## src/frame_packer_pkg.sv

```systemverilog
package frame_packer_pkg;

  // clock and delay timing
  localparam int unsigned CLK_HZ           = 40_000_000;
  localparam int unsigned TPDO7_DELAY_MS   = 10;
  localparam int unsigned TPDO7_DELAY_CYC  = (CLK_HZ / 1000) * TPDO7_DELAY_MS;
  localparam int unsigned DELAY_CNT_W      = 24;

  // frame layout
  localparam int unsigned NODE_ID_W        = 7;
  localparam int unsigned COB_ID_W         = 11;
  localparam int unsigned DLC_W            = 4;
  localparam int unsigned WORD_W           = 16;
  localparam int unsigned BYTE_W           = 8;
  localparam int unsigned FRAME_W          = 64;
  localparam logic [COB_ID_W-1:0] TPDO7_COB_BASE = 11'h3E0;
  localparam logic [DLC_W-1:0]    TPDO7_DLC      = 4'h8;
  localparam logic [WORD_W-1:0]   SPARE_FILL     = 16'h0000;

  // lsb of each two-byte slot inside the data field, byte 1 at bit 0
  localparam int unsigned SLOT12_LSB       = 0;
  localparam int unsigned SLOT34_LSB       = 16;
  localparam int unsigned SLOT56_LSB       = 32;
  localparam int unsigned SLOT78_LSB       = 48;

  // driver and power fault word bit positions
  localparam int unsigned W3_HS_SENSOR     = 0;
  localparam int unsigned W3_HS_WARN_HIGH  = 1;
  localparam int unsigned W3_HS_WARN_LOW   = 2;
  localparam int unsigned W3_HS_CRITICAL   = 3;
  localparam int unsigned W3_BUS_LOW       = 4;
  localparam int unsigned W3_BUS_HIGH      = 5;
  localparam int unsigned W3_VIN1_LOW      = 6;
  localparam int unsigned W3_VIN1_HIGH     = 7;
  localparam int unsigned W3_VIN2_LOW      = 8;
  localparam int unsigned W3_VIN2_HIGH     = 9;
  localparam int unsigned W3_IIN_LOW       = 10;
  localparam int unsigned W3_IIN_HIGH      = 11;
  localparam int unsigned W3_PHA_LOW       = 12;
  localparam int unsigned W3_PHA_HIGH      = 13;
  localparam int unsigned W3_PHB_LOW       = 14;
  localparam int unsigned W3_PHB_HIGH      = 15;

  // start-up and communication fault word bit positions
  localparam int unsigned W4_NO_PWR_BOARD  = 0;
  localparam int unsigned W4_PWR_BOARD_ID  = 1;
  localparam int unsigned W4_PWR_BOARD_CAL = 2;
  localparam int unsigned W4_CURRENT_MON   = 3;
  localparam int unsigned W4_CLOSE_MOTOR   = 4;
  localparam int unsigned W4_CLOSE_SHAFT   = 5;
  localparam int unsigned W4_OPEN_MOTOR    = 6;
  localparam int unsigned W4_OPEN_SHAFT    = 7;
  localparam int unsigned W4_MOTOR_DIR     = 8;
  localparam int unsigned W4_CPU_BOOTING   = 9;
  localparam int unsigned W4_CPU_SUMMARY   = 10;
  localparam int unsigned W4_CPU_MISSING   = 11;
  localparam int unsigned W4_CPU_TYPE      = 12;
  localparam int unsigned W4_CPU_DPRAM     = 13;
  localparam int unsigned W4_CPU_TIMEOUT   = 14;
  localparam int unsigned W4_CPU_HEARTBEAT = 15;

  localparam logic [WORD_W-1:0] WORD_RESET = 16'h0000;

  typedef enum logic [1:0] {
    ST_IDLE = 2'b00,
    ST_WAIT = 2'b01,
    ST_SEND = 2'b11
  } tx_state_t;

endpackage

```

## src/word_slot_if.sv

```systemverilog
`timescale 1ns/100ps
interface word_slot_if;
  import frame_packer_pkg::*;
  logic [WORD_W-1:0] word;
  logic [BYTE_W-1:0] first_byte;
  logic [BYTE_W-1:0] second_byte;

  modport source (output word, input first_byte, input second_byte);
  modport packer (input word, output first_byte, output second_byte);
endinterface

```

## src/status_fault_frame_packer.sv

```systemverilog
`timescale 1ns/100ps
// Operation
// - send the slow status frame once, 10 ms after receive PDO 2 arrives.
// - frame identifier is 0x3E0 plus the configured node identifier.
// - data length code of the slow status frame is always eight.
// - bytes 1-2, 3-4, 5-6 carry status words 4, 5, 6.
// - bytes 7-8 are spare, filled with a fixed meaningless value.
// - status word 3 goes into bytes 7-8 of the sixth transmit PDO.
// - word 3 bits 0-3: heatsink sensor fail, warn high, warn low, critical.
// - word 3 bits 4-5: internal bus voltage sense failed low, high.
// - word 3 bits 6-9: input voltage 1 low/high, input voltage 2 low/high.
// - word 3 bits 10-15: input, phase A, phase B current sensor low/high.
// - word 4 bits 0-3: no board, board changed, miscalibrated, current monitor.
// - word 4 bits 4-8: start-up close/open checks and motor direction faults.
// - word 4 bits 9-15: communication processor status and fault flags.
module status_fault_frame_packer #(
  parameter int unsigned TX_DELAY_CYCLES = frame_packer_pkg::TPDO7_DELAY_CYC
) (
  input  wire logic                                   clk_i,
  input  wire logic                                   rst_n_i,
  input  wire logic [frame_packer_pkg::NODE_ID_W-1:0] node_id_i,
  input  wire logic                                   rpdo2_rx_i,
  input  wire logic                                   hs_sensor_fail_i,
  input  wire logic                                   hs_warn_high_i,
  input  wire logic                                   hs_warn_low_i,
  input  wire logic                                   hs_critical_i,
  input  wire logic                                   bus_sense_low_i,
  input  wire logic                                   bus_sense_high_i,
  input  wire logic                                   vin1_low_i,
  input  wire logic                                   vin1_high_i,
  input  wire logic                                   vin2_low_i,
  input  wire logic                                   vin2_high_i,
  input  wire logic                                   iin_sensor_low_i,
  input  wire logic                                   iin_sensor_high_i,
  input  wire logic                                   pha_sensor_low_i,
  input  wire logic                                   pha_sensor_high_i,
  input  wire logic                                   phb_sensor_low_i,
  input  wire logic                                   phb_sensor_high_i,
  input  wire logic                                   no_power_board_i,
  input  wire logic                                   power_board_changed_i,
  input  wire logic                                   power_board_miscal_i,
  input  wire logic                                   current_monitor_fault_i,
  input  wire logic                                   close_check_motor_i,
  input  wire logic                                   close_check_shaft_i,
  input  wire logic                                   open_check_motor_i,
  input  wire logic                                   open_check_shaft_i,
  input  wire logic                                   motor_direction_fault_i,
  input  wire logic                                   comm_cpu_booting_i,
  input  wire logic                                   comm_cpu_summary_i,
  input  wire logic                                   comm_cpu_missing_i,
  input  wire logic                                   comm_cpu_wrong_type_i,
  input  wire logic                                   comm_cpu_dpram_fail_i,
  input  wire logic                                   comm_cpu_timeout_i,
  input  wire logic                                   comm_cpu_heartbeat_i,
  input  wire logic [frame_packer_pkg::WORD_W-1:0]    status5_word_i,
  input  wire logic [frame_packer_pkg::WORD_W-1:0]    status6_word_i,
  input  wire logic                                   tx_ready_i,
  output logic                                        tx_valid_o,
  output logic [frame_packer_pkg::COB_ID_W-1:0]       tx_cob_id_o,
  output logic [frame_packer_pkg::DLC_W-1:0]          tx_dlc_o,
  output logic [frame_packer_pkg::FRAME_W-1:0]        tx_data_o,
  output logic [frame_packer_pkg::WORD_W-1:0]         tpdo6_bytes78_o,
  output logic [frame_packer_pkg::WORD_W-1:0]         driver_power_fault_flags_o,
  output logic [frame_packer_pkg::WORD_W-1:0]         startup_comm_fault_flags_o,
  output logic                                        tx_busy_o
);
  import frame_packer_pkg::*;

  localparam logic [DELAY_CNT_W-1:0] DELAY_LAST = DELAY_CNT_W'(TX_DELAY_CYCLES - 1);

  logic [WORD_W-1:0]      word3;
  logic [WORD_W-1:0]      word4;
  tx_state_t              state_reg;
  tx_state_t              state_next;
  logic [DELAY_CNT_W-1:0] delay_cnt_reg;
  logic                   delay_done;
  logic                   capture;
  logic [FRAME_W-1:0]     data_reg;
  logic [COB_ID_W-1:0]    cob_id_reg;
  logic [WORD_W-1:0]      word3_reg;
  logic [WORD_W-1:0]      word4_reg;
  logic [WORD_W-1:0]      pdo6_reg;

  word_slot_if slot3 ();
  word_slot_if slot4 ();
  word_slot_if slot5 ();
  word_slot_if slot6 ();

  always_comb
  begin
    word3                   = WORD_RESET;
    word3[W3_HS_SENSOR]     = hs_sensor_fail_i;
    word3[W3_HS_WARN_HIGH]  = hs_warn_high_i;
    word3[W3_HS_WARN_LOW]   = hs_warn_low_i;
    word3[W3_HS_CRITICAL]   = hs_critical_i;
    word3[W3_BUS_LOW]       = bus_sense_low_i;
    word3[W3_BUS_HIGH]      = bus_sense_high_i;
    word3[W3_VIN1_LOW]      = vin1_low_i;
    word3[W3_VIN1_HIGH]     = vin1_high_i;
    word3[W3_VIN2_LOW]      = vin2_low_i;
    word3[W3_VIN2_HIGH]     = vin2_high_i;
    word3[W3_IIN_LOW]       = iin_sensor_low_i;
    word3[W3_IIN_HIGH]      = iin_sensor_high_i;
    word3[W3_PHA_LOW]       = pha_sensor_low_i;
    word3[W3_PHA_HIGH]      = pha_sensor_high_i;
    word3[W3_PHB_LOW]       = phb_sensor_low_i;
    word3[W3_PHB_HIGH]      = phb_sensor_high_i;
  end

  always_comb
  begin
    word4                   = WORD_RESET;
    word4[W4_NO_PWR_BOARD]  = no_power_board_i;
    word4[W4_PWR_BOARD_ID]  = power_board_changed_i;
    word4[W4_PWR_BOARD_CAL] = power_board_miscal_i;
    word4[W4_CURRENT_MON]   = current_monitor_fault_i;
    word4[W4_CLOSE_MOTOR]   = close_check_motor_i;
    word4[W4_CLOSE_SHAFT]   = close_check_shaft_i;
    word4[W4_OPEN_MOTOR]    = open_check_motor_i;
    word4[W4_OPEN_SHAFT]    = open_check_shaft_i;
    word4[W4_MOTOR_DIR]     = motor_direction_fault_i;
    word4[W4_CPU_BOOTING]   = comm_cpu_booting_i;
    word4[W4_CPU_SUMMARY]   = comm_cpu_summary_i;
    word4[W4_CPU_MISSING]   = comm_cpu_missing_i;
    word4[W4_CPU_TYPE]      = comm_cpu_wrong_type_i;
    word4[W4_CPU_DPRAM]     = comm_cpu_dpram_fail_i;
    word4[W4_CPU_TIMEOUT]   = comm_cpu_timeout_i;
    word4[W4_CPU_HEARTBEAT] = comm_cpu_heartbeat_i;
  end

  assign slot3.word = word3;
  assign slot4.word = word4;
  assign slot5.word = status5_word_i;
  assign slot6.word = status6_word_i;

  word_slot_packer u_slot3 (
    .slot (slot3.packer)
  );
  word_slot_packer u_slot4 (
    .slot (slot4.packer)
  );
  word_slot_packer u_slot5 (
    .slot (slot5.packer)
  );
  word_slot_packer u_slot6 (
    .slot (slot6.packer)
  );

  assign delay_done = (delay_cnt_reg == DELAY_LAST);
  assign capture    = (state_reg == ST_WAIT) && delay_done;

  // one frame per receive, further receives ignored until sent
  always_comb
  begin
    state_next = state_reg;
    case (state_reg)
      ST_IDLE:
      begin
        if (rpdo2_rx_i)
          state_next = ST_WAIT;
      end
      ST_WAIT:
      begin
        if (delay_done)
          state_next = ST_SEND;
      end
      ST_SEND:
      begin
        if (tx_ready_i)
          state_next = ST_IDLE;
      end
      default:
      begin
        state_next = ST_IDLE;
      end
    endcase
  end

  always_ff @(posedge clk_i)
  begin
    if (!rst_n_i)
      state_reg <= ST_IDLE;
    else
      state_reg <= state_next;
  end

  // delay counter for the 10 ms wait
  always_ff @(posedge clk_i)
  begin
    if (!rst_n_i)
      delay_cnt_reg <= '0;
    else if (state_reg != ST_WAIT)
      delay_cnt_reg <= '0;
    else if (!delay_done)
      delay_cnt_reg <= delay_cnt_reg + 1'b1;
  end

  // single cycle snapshot of slots 4, 5 and 6, the spare fill and the identifier
  always_ff @(posedge clk_i)
  begin
    if (!rst_n_i)
    begin
      data_reg   <= '0;
      cob_id_reg <= TPDO7_COB_BASE;
    end
    else if (capture)
    begin
      // slots for words 4, 5 and 6
      data_reg[SLOT12_LSB +: WORD_W] <= {slot4.second_byte, slot4.first_byte};
      data_reg[SLOT34_LSB +: WORD_W] <= {slot5.second_byte, slot5.first_byte};
      data_reg[SLOT56_LSB +: WORD_W] <= {slot6.second_byte, slot6.first_byte};
      data_reg[SLOT78_LSB +: WORD_W] <= SPARE_FILL;
      cob_id_reg <= TPDO7_COB_BASE + COB_ID_W'(node_id_i);
    end
  end

  // sixth PDO tail and the readable flag registers
  always_ff @(posedge clk_i)
  begin
    if (!rst_n_i)
    begin
      pdo6_reg  <= WORD_RESET;
      word3_reg <= WORD_RESET;
      word4_reg <= WORD_RESET;
    end
    else
    begin
      pdo6_reg  <= {slot3.second_byte, slot3.first_byte};
      word3_reg <= word3;
      word4_reg <= word4;
    end
  end

  assign tx_valid_o                 = (state_reg == ST_SEND);
  assign tx_busy_o                  = (state_reg != ST_IDLE);
  assign tx_cob_id_o                = cob_id_reg;
  assign tx_dlc_o                   = TPDO7_DLC;
  assign tx_data_o                  = data_reg;
  assign tpdo6_bytes78_o            = pdo6_reg;
  assign driver_power_fault_flags_o = word3_reg;
  assign startup_comm_fault_flags_o = word4_reg;

endmodule // status_fault_frame_packer

```

## src/word_slot_packer.sv

```systemverilog
`timescale 1ns/100ps
module word_slot_packer (
  word_slot_if.packer slot
);
  import frame_packer_pkg::*;

  // low byte goes out first on the bus
  assign slot.first_byte  = slot.word[BYTE_W-1:0];
  assign slot.second_byte = slot.word[WORD_W-1:BYTE_W];
endmodule // word_slot_packer

```

## config.mk

```make
export PLATFORM = sky130hd
export DESIGN_NAME = status_fault_frame_packer
export DESIGN_NICKNAME = d
export VERILOG_FILES = /design/src/frame_packer_pkg.sv /design/src/word_slot_if.sv /design/src/status_fault_frame_packer.sv /design/src/word_slot_packer.sv
export SDC_FILE = /design/constraint.sdc
export NUM_CORES = 1
export LEC_CHECK = 0
export BUFFER_PORTS_ARGS = -buffer_cell sky130_fd_sc_hd__buf_2
export CAP_MARGIN = 30
export CORE_MARGIN = 10
export CORE_UTILIZATION = 51
export DETAILED_ROUTE_END_ITERATION = 16
export PLACE_DENSITY = 0.88
export SLEW_MARGIN = 25
export SYNTH_ARGS = -nofsm -noshare
export SYNTH_HDL_FRONTEND = slang
export SYNTH_SLANG_ARGS = --single-unit
```

## constraint.sdc

```tcl
create_clock -name clk_i -period 4.2 [get_ports clk_i]
set_input_delay 0.42 -clock clk_i [delete_from_list [all_inputs] [get_ports clk_i]]
set_output_delay 0.42 -clock clk_i [all_outputs]
set_load 0.05 [all_outputs]
```

==> impl_results.rst, run 1 <==
.. list-table::
   :header-rows: 1

   * - Metric
     - Value
   * - Average cell area after synthesis
     - 9.06 um^2
   * - Cell Int Power
     - 2.08 mW
   * - Buffers on Ports
     - 183
   * - Flop and latch count out of synthesis
     - 115
   * - Routability congestion estimate
     - 0.866
   * - Minimum hold slack
     - around 0.11 ns
   * - Worst relative slew slack
     - 0.538
   * - CTS Root Cell
     - sky130_fd_sc_hd__clkbuf_8
   * - Die Y-Extent
     - 117 um
   * - Number of instances in the synthesized netlist
     - ~530
   * - GR Layer Usage met1
     - 0.201
   * - Synth async-reset ratio
     - 0
   * - Unrepaired setup endpoints after global routing
     - false
   * - Count of antenna-violating nets left after detailed routing
     - 0
   * - Number of hold-slack violations in the final timing report
     - 0
   * - Fraction of layout cells with a size suffix above 1
     - 0.335
   * - Static leakage
     - 2.91 nW
   * - Total GRT Usage
     - 0.193
   * - Register share of total power
     - 0.399
   * - Slew of the pin with the lowest slew margin
     - ~0.7 ns
   * - Layout area overhead
     - 27.5%
   * - Number of synthesized flops with an enable pin
     - 0
   * - Post-route cell area
     - around 6100 um^2
   * - Wire length per cell after detailed routing
     - 17.7 um
   * - Filler cells
     - 709
   * - Number of vias per cell after detailed routing
     - 5.59
   * - Number of sinks handled by clock tree synthesis
     - 115
   * - Most used routing layer
     - met2
   * - Startpoint types
     - register
   * - Final worst path period share
     - 0.620
   * - VDD IR max
     - between 0.3 and 0.4 mV
   * - Number of top-level pins
     - around 200
   * - Die area
     - 13,700 um^2
   * - Number of flip-flops in the largest register
     - between 40 and 50
   * - Detail Placement HPWL
     - 9790 um
   * - Sequential share of the synthesized area
     - 0.480
   * - Starting Density
     - 0.521
   * - Kind of capture point of the worst setup path
     - register
   * - Switching part of the total
     - 0.258
   * - H-tree depth
     - 4
   * - Max Root-Sink Buffers
     - 2
   * - Number of buffers inserted to repair setup after CTS
     - 0
   * - CP max FO
     - 45
   * - Clock latency on the worst-skew pair
     - 0.51 ns
   * - Core Region
     - ~9200 um^2
   * - Remaining Overflow, GRT
     - 0
   * - Leading area contributor after synthesis
     - sky130_fd_sc_hd__dfxtp_1
   * - N_diodes
     - 0
   * - Global routing met3 resource utilization
     - 0.0973
   * - Upper clock frequency limit
     - about 380 MHz
   * - Arr. time, crit path
     - 3.04 ns
   * - Final max-slew violation count
     - 0
   * - Most instantiated flip-flop cell in the synthesis netlist
     - sky130_fd_sc_hd__dfxtp_1
   * - Worst hold-check path type
     - in -> reg
   * - Number of cell rows
     - 35
   * - Combinational share of power
     - 0.088
   * - Violation count after the first detailed-route iteration
     - 438
   * - Count of nets after finishing
     - approximately 750
   * - Number of max-cap violations
     - 0
   * - Run status
     - finished, final reports clean
   * - Most frequent cells after synthesis
     - sky130_fd_sc_hd__dfxtp_1, sky130_fd_sc_hd__nand2_1, sky130_fd_sc_hd__nand4_1
   * - Total DRC errors in the routed layout
     - 0
   * - Total placed instance area
     - around 5500 um^2
   * - Number of setup violations in the final report
     - 0
   * - Post-Route Skew
     - 0.0135 ns
   * - Net switching power
     - between 0.7 and 0.8 mW
   * - Post-cts resize count
     - 0
   * - Category of the most critical setup path
     - reg -> reg
   * - Overall Power
     - roughly 2.8 mW
   * - First-pass GRT wire length
     - 21,000 um
   * - Time the worst path needs with I/O delays and setup
     - approximately 2.6 ns
   * - Count of distinct cell types in the synthesized netlist
     - 44
   * - Number of hold buffers added after cts
     - 0
   * - Number of vias in the routed layout
     - ~4,500
   * - Die outline width
     - roughly 120 um
   * - Main area contributors after synthesis
     - sky130_fd_sc_hd__dfxtp_1, sky130_fd_sc_hd__buf_4, sky130_fd_sc_hd__nand4_1
   * - Number of antenna violations at the first check in global routing
     - 0
   * - Req. time, crit path
     - 4.63 ns
   * - Warnings, synthesis
     - 0
   * - Num CTS Buffers
     - 17
   * - Proportion of power drawn by the clock network
     - 0.513
   * - Summed negative setup slack over all endpoints
     - 0 ns
   * - Largest net degree at the start of global routing
     - 79
   * - Initial DRT Pass Iterations
     - 6
   * - Cell Area, Synth
     - 4790 um^2
   * - Post-CTS clock slew at the launch and capture registers of the worst setup and hold paths
     - 0.06 ns
   * - Leading cell type by number of instances after synthesis
     - sky130_fd_sc_hd__dfxtp_1
   * - CTS tree
     - built
   * - Area share of the leading cell type in the synthesized netlist
     - 0.480
   * - Global routing usage on met2
     - 0.317
   * - Power density relative to cell area
     - between 400 and 500 nW/um^2
   * - Aggregate routed wire length
     - 14,200 um
   * - Via count of the first global-routing pass
     - 4,393
-- worst max-delay path, stage by stage (launching register included) --
cell and delay, ns:
sky130_fd_sc_hd__dfxtp_1 0.39, sky130_fd_sc_hd__ha_1 0.27, sky130_fd_sc_hd__nand4_2 0.22, sky130_fd_sc_hd__nor4_4 0.30, sky130_fd_sc_hd__buf_4 0.44, sky130_fd_sc_hd__nand3_2 0.56
sky130_fd_sc_hd__mux2i_1 0.33
-- stage by stage --
step                worst slack, ns  cells   util
finish                         1.59    801  0.665
global route                   1.36    801  0.665
CTS                            1.22    800  0.664
detailed placement             1.23    768  0.599
global placement               1.41    768  0.599
floorplan                      2.09    547      -
-- final timing paths --
kind | startpoint | end | slack (ns) | cells past startpoint
hold / removal | power_board_changed_i | startup_comm_fault_flags_o[1]$_SDFF_PN0_ | 0.11 | 3
setup reg to reg | delay_cnt_reg[0]$_SDFFE_PP0P_ | tx_data_o[13]$_SDFFE_PN0P_ | 1.59 | 6
setup / recovery | delay_cnt_reg[0]$_SDFFE_PP0P_ | tx_data_o[13]$_SDFFE_PN0P_ | 1.59 | 6
hold reg to reg | tx_data_o[2]$_SDFFE_PN0P_ | tx_data_o[2]$_SDFFE_PN0P_ | 0.46 | 2
-- cells by family after synthesis --
| kind of cell | after synthesis | share of synthesized area |
|---|---|---|
| XOR/XNOR | 5 | 0.00914 |
| other | 2 | 0.00157 |
| adder cells (fa/ha/maj) | 2 | 0.00522 |
| AO/OA/AOI/OAI | 113 | 0.150 |
| buffers and inverters | 99 | 0.113 |
| multiplexers | 22 | 0.0459 |
| flip-flops | 115 | 0.480 |
| AND/OR/NAND/NOR | 171 | 0.195 |
-- layout by cell type, fill, tap and decap left out, types with 2 or more instances in the layout --
| cell type | instances |
|---|---|
| sky130_fd_sc_hd__a41o_1 | 2 |
| sky130_fd_sc_hd__inv_1 | 20 |
| sky130_fd_sc_hd__clkbuf_16 | 16 |
| sky130_fd_sc_hd__bufinv_16 | 3 |
| sky130_fd_sc_hd__a31o_2 | 2 |
| sky130_fd_sc_hd__a31oi_1 | 5 |
| sky130_fd_sc_hd__dfxtp_1 | 115 |
| sky130_fd_sc_hd__mux2i_1 | 22 |
| sky130_fd_sc_hd__inv_6 | 3 |
| sky130_fd_sc_hd__a21boi_0 | 38 |
| sky130_fd_sc_hd__clkinvlp_4 | 2 |
| sky130_fd_sc_hd__clkinv_4 | 2 |
| sky130_fd_sc_hd__o21ai_0 | 44 |
| sky130_fd_sc_hd__a21oi_1 | 10 |
| sky130_fd_sc_hd__o2111ai_1 | 2 |
| sky130_fd_sc_hd__nand2_1 | 50 |
| sky130_fd_sc_hd__and4_1 | 4 |
| sky130_fd_sc_hd__or4_1 | 4 |
| sky130_fd_sc_hd__conb_1 | 20 |
| sky130_fd_sc_hd__or3_1 | 4 |
| sky130_fd_sc_hd__nor4_1 | 4 |
| sky130_fd_sc_hd__or2_2 | 3 |
| sky130_fd_sc_hd__nor2_1 | 10 |
| sky130_fd_sc_hd__o31ai_1 | 3 |
| sky130_fd_sc_hd__nand3_1 | 6 |
| sky130_fd_sc_hd__buf_2 | 183 |
| sky130_fd_sc_hd__nand4_1 | 46 |
| sky130_fd_sc_hd__nor2b_1 | 2 |
| sky130_fd_sc_hd__ha_1 | 2 |
| sky130_fd_sc_hd__a21boi_1 | 2 |
| sky130_fd_sc_hd__nor3_1 | 7 |
| sky130_fd_sc_hd__buf_4 | 6 |
| sky130_fd_sc_hd__clkinv_2 | 4 |
| sky130_fd_sc_hd__xnor2_1 | 3 |
| sky130_fd_sc_hd__and2_1 | 18 |
| sky130_fd_sc_hd__nand2b_1 | 6 |
| sky130_fd_sc_hd__xor2_1 | 2 |
-- power by group through the flow --
stage,Clock (mW),Combinational [mW],Sequential (mW)
after CTS,1.46,0.246,1.12
after detailed placement,0,0.244,1.14
after global routing,1.51,0.260,1.12
final,1.44,0.247,1.12
after floorplan,0,0.140,1.20
after global placement,0,0.242,1.14
-- cell type report --
cell class | instances | area, um^2 | area share
Tap cell | 111 | 139 | 0.0227
Timing Repair Buffer | 190 | 966 | 0.158
Multi-Input combinational cell | 333 | 2040 | 0.333
Clock buffer | 17 | 414 | 0.0678
Inverter | 20 | 75.1 | 0.0123
Sequential cell | 115 | 2300 | 0.377
Clock inverter | 15 | 180 | 0.0295
-- per-layer routing --
metal / vias to the layer above / wire length, um
met1: 2056 / 5330
met5: - / 0
met3: 46 / 1780
met4: 0 / 500
met2: 284 / 6580
li1: 2093 / -
Power figures use the tool's default switching activity.
==> run 2: changes to the inputs <==
Settings changed: ABC_AREA set to 1, CORE_UTILIZATION 51 to 49, PLACE_DENSITY 0.88 to 0.84.
Clock period 4.2 ns to 2.7 ns, I/O delays scaled along.
==> impl_results.rst, run 2 <==
.. list-table::
   :header-rows: 1

   * - Metric
     - Value
   * - Run status
     - finished, final reports clean
   * - Worst relative slew slack
     - 0.619
   * - Warnings, synthesis
     - 0
   * - Total placed instance area
     - 5940 um^2
   * - Switching part of the total
     - 0.265
   * - Gate family responsible for the most delay along the worst path
     - simple AND/OR/NAND/NOR gates
   * - Upper clock frequency limit
     - 457 MHz
   * - Crit path to
     - tx_data_o[14]$_SDFFE_PN0P_
   * - Post-CTS clock slew at the launch and capture registers of the worst setup and hold paths
     - 0.06 ns
   * - Number of hold-slack violations in the final timing report
     - 0
   * - Final standard cell count with taps included and fillers excluded
     - 1,086
   * - Stage delay of the slowest cell on the critical path
     - 0.43 ns
   * - Most prevalent standard cell on the critical path
     - sky130_fd_sc_hd__nor2_1
   * - Total GRT Usage
     - 0.199
   * - Die outline width
     - 123 um
   * - Count of antenna-violating nets left after detailed routing
     - 0
   * - Count of distinct cell types in the synthesized netlist
     - 25
   * - Depth of the most critical reg-to-reg path
     - 8
   * - R2R setup slack
     - 0.51 ns
   * - Most used routing layer
     - met2
   * - CP max FO
     - 19
   * - Area share of the leading cell type in the synthesized netlist
     - 0.446
   * - Clock latency on the worst-skew pair
     - 0.51 ns
   * - Final worst path period share
     - 0.810
   * - Total DRC errors in the routed layout
     - 0
   * - Static leakage
     - 3.55 nW
   * - Critical path launch point
     - delay_cnt_reg[0]$_SDFFE_PP0P_
   * - Post-cts resize count
     - 0
   * - Number of synthesized flops with an enable pin
     - 0
   * - Detail Placement HPWL
     - 10,400 um
   * - Flop and latch count out of synthesis
     - 115
   * - Arr. time, crit path
     - 2.63 ns
   * - Leading area contributor after synthesis
     - sky130_fd_sc_hd__dfxtp_1
   * - Req. time, crit path
     - 3.14 ns
   * - Average cell area after synthesis
     - 6.90 um^2
   * - CTS Root Cell
     - sky130_fd_sc_hd__clkbuf_8
   * - Die Y-Extent
     - between 100 and 150 um
   * - Net switching power
     - 1.16 mW
   * - Capture instance of the worst register-to-register path
     - tx_data_o[14]$_SDFFE_PN0P_
   * - Post-route cell area
     - 6830 um^2
   * - Die area
     - 15,000 um^2
   * - Initial DRT Pass Iterations
     - 6
   * - Routability congestion estimate
     - 0.884
   * - Cell Int Power
     - between 3 and 4 mW
   * - Number of instances in the synthesized netlist
     - 748
   * - Fraction of layout cells with a size suffix above 1
     - 0.247
   * - Aggregate routed wire length
     - 15,300 um
   * - Worst Setup Slack post-DPL
     - 0.531 ns
   * - Wire length per cell after detailed routing
     - 14.1 um
   * - Layout area overhead
     - 32.5%
   * - Violation count after the first detailed-route iteration
     - around 700
   * - Proportion of power drawn by the clock network
     - 0.491
   * - Category of the most critical setup path
     - reg -> reg
   * - Final max-slew violation count
     - 0
   * - Unrepaired setup endpoints after global routing
     - false
   * - Buffers on Ports
     - 183
   * - Power density relative to cell area
     - 640 nW/um^2
   * - Critical path cell sequence
     - ha_1, nand3_1, nor2_1, nand3_1, nor2_4, buf_4, nor2_1, nor2_1
   * - Synth async-reset ratio
     - 0
   * - Cell Area, Synth
     - 5160 um^2
   * - Most frequent cells after synthesis
     - sky130_fd_sc_hd__nand2_1, sky130_fd_sc_hd__nor2_1, sky130_fd_sc_hd__dfxtp_1, sky130_fd_sc_hd__inv_1, sky130_fd_sc_hd__nand4_1
   * - CTS tree
     - built
   * - Number of max-cap violations
     - 0
   * - GR Layer Usage met1
     - 0.231
   * - Number of top-level pins
     - 204
   * - Leading cell type by number of instances after synthesis
     - sky130_fd_sc_hd__nand2_1
   * - Dpl cells
     - approximately 1,000
   * - Overall Power
     - 4.37 mW
   * - Max Root-Sink Buffers
     - 2
   * - Combinational share of power
     - 0.111
   * - Number of setup violations in the final report
     - 0
   * - Starting Density
     - 0.502
   * - Startpoint types
     - register
   * - Critical path depth
     - 8
   * - Min setup slack post-route
     - 0.513 ns
   * - Remaining Overflow, GRT
     - 0
   * - Filler cells
     - 828
   * - Worst hold-check path type
     - in -> reg
   * - Summed negative setup slack over all endpoints
     - 0 ns
   * - Minimum hold slack
     - about 0.043 ns
   * - Number of vias in the routed layout
     - 5,230
   * - Commonest non-fill, non-tap cell in the layout
     - sky130_fd_sc_hd__buf_2
   * - Num CTS Buffers
     - 17
   * - Reg-to-reg startpoint
     - delay_cnt_reg[0]$_SDFFE_PP0P_
   * - Kind of capture point of the worst setup path
     - register
   * - Slowest stage cell on the critical path
     - sky130_fd_sc_hd__dfxtp_1
   * - Post-Route Skew
     - 0.0116 ns
   * - Sequential share of the synthesized area
     - 0.446
   * - Slew of the pin with the lowest slew margin
     - 0.572 ns
   * - Post-Route Utilization
     - 0.665
   * - Number of antenna violations at the first check in global routing
     - 1
   * - Register share of total power
     - 0.398
   * - Time the worst path needs with I/O delays and setup
     - 2.19 ns
   * - Global routing usage on met2
     - 0.347
   * - Number of buffers and inverters on the critical path
     - 1
   * - Most instantiated flip-flop cell in the synthesis netlist
     - sky130_fd_sc_hd__dfxtp_1
   * - VDD IR max
     - 0.326 mV
   * - H-tree depth
     - 4
   * - Count of nets after finishing
     - 1,013
   * - Number of cell rows
     - 37
   * - Global routing met3 resource utilization
     - 0.0551
   * - Leading cell types in the layout, fill and taps excluded
     - sky130_fd_sc_hd__buf_2, sky130_fd_sc_hd__nand2_1, sky130_fd_sc_hd__nor2_1, sky130_fd_sc_hd__inv_1, sky130_fd_sc_hd__dfxtp_1
   * - Largest net degree at the start of global routing
     - 58
   * - First-pass GRT wire length
     - between 20,000 and 25,000 um
   * - Number of flip-flops in the largest register
     - 48
   * - Via count of the first global-routing pass
     - 4,993
   * - Number of sinks handled by clock tree synthesis
     - 115
   * - Main area contributors after synthesis
     - sky130_fd_sc_hd__dfxtp_1, sky130_fd_sc_hd__nand2_1, sky130_fd_sc_hd__nor2_1
   * - Core Region
     - a little over 10,000 um^2
   * - Number of vias per cell after detailed routing
     - 4.82
-- run 2: changes by cell type in the layout (fill, tap and decap cells not counted), moves of 32 or more --
cell | previous run | this run
sky130_fd_sc_hd__o21ai_0 | 44 | 5
sky130_fd_sc_hd__dlygate4sd3_1 | 0 | 32
sky130_fd_sc_hd__inv_1 | 20 | 115
sky130_fd_sc_hd__nor2_1 | 10 | 158
sky130_fd_sc_hd__nand2_1 | 50 | 161
sky130_fd_sc_hd__a21boi_0 | 38 | 0
-- run 2: power groups by stage --
stage / logic (mW) / registers (mW) / clock network (mW)
global placement: 0.436 / 1.78 / 0
global route: 0.520 / 1.74 / 2.25
finish: 0.484 / 1.74 / 2.15
CTS: 0.479 / 1.74 / 2.18
floorplan: 0.263 / 1.87 / 0
detailed placement: 0.440 / 1.78 / 0
-- run 2: routing by layer --
metal / up-vias / share of wire
li1: 2624 / -
met1: 2324 / 0.40
met2: 262 / 0.50
met3: 20 / 0.096
met4: 0 / 0.013
met5: - / 0
-- run 2: logic make-up after synthesis --
family	synth area share
other cells	0.00146
xor+xnor	0.00679
flops	0.446
fa+ha+maj	0.00485
simple gates	0.335
compound gates	0.0289
buf+inv	0.176
-- run 2: worst min-delay path by stage --
stage	start	end	cells after the start
6_report	node_id_i[5]	tx_cob_id_o[5]$_SDFFE_PN1P_	4
5_1_grt	node_id_i[5]	tx_cob_id_o[5]$_SDFFE_PN1P_	4
4_1_cts	node_id_i[5]	tx_cob_id_o[5]$_SDFFE_PN1P_	4
3_5_place_dp	vin2_low_i	tpdo6_bytes78_o[8]$_SDFF_PN0_	3
3_3_place_gp	pha_sensor_high_i	tpdo6_bytes78_o[13]$_SDFF_PN0_	3
2_1_floorplan	no_power_board_i	startup_comm_fault_flags_o[0]$_SDFF_PN0_	2
-- run 2: what timing repair did --
item	4_1_cts	5_1_grt
hold buffers	32	0
buffers inserted	0	0
hold endpoints to repair	32	0
-- run 2: final cells by class --
class | instances | area (um^2) | area share
Timing Repair Buffer | 223 | 1310 | 0.192
Clock inverter | 12 | 130 | 0.0190
Antenna cell | 1 | 2.50 | 0.000366
Tap cell | 136 | 170 | 0.0249
Clock buffer | 20 | 445 | 0.0652
Sequential cell | 115 | 2300 | 0.337
Multi-Input combinational cell | 461 | 2030 | 0.297
Inverter | 118 | 443 | 0.0648
-- run 2: worst min-delay path: stages --
cell and delay, ns:
sky130_fd_sc_hd__buf_2 0.08, sky130_fd_sc_hd__inv_1 0.04, sky130_fd_sc_hd__nand2_1 0.06, sky130_fd_sc_hd__nand3_1 0.05
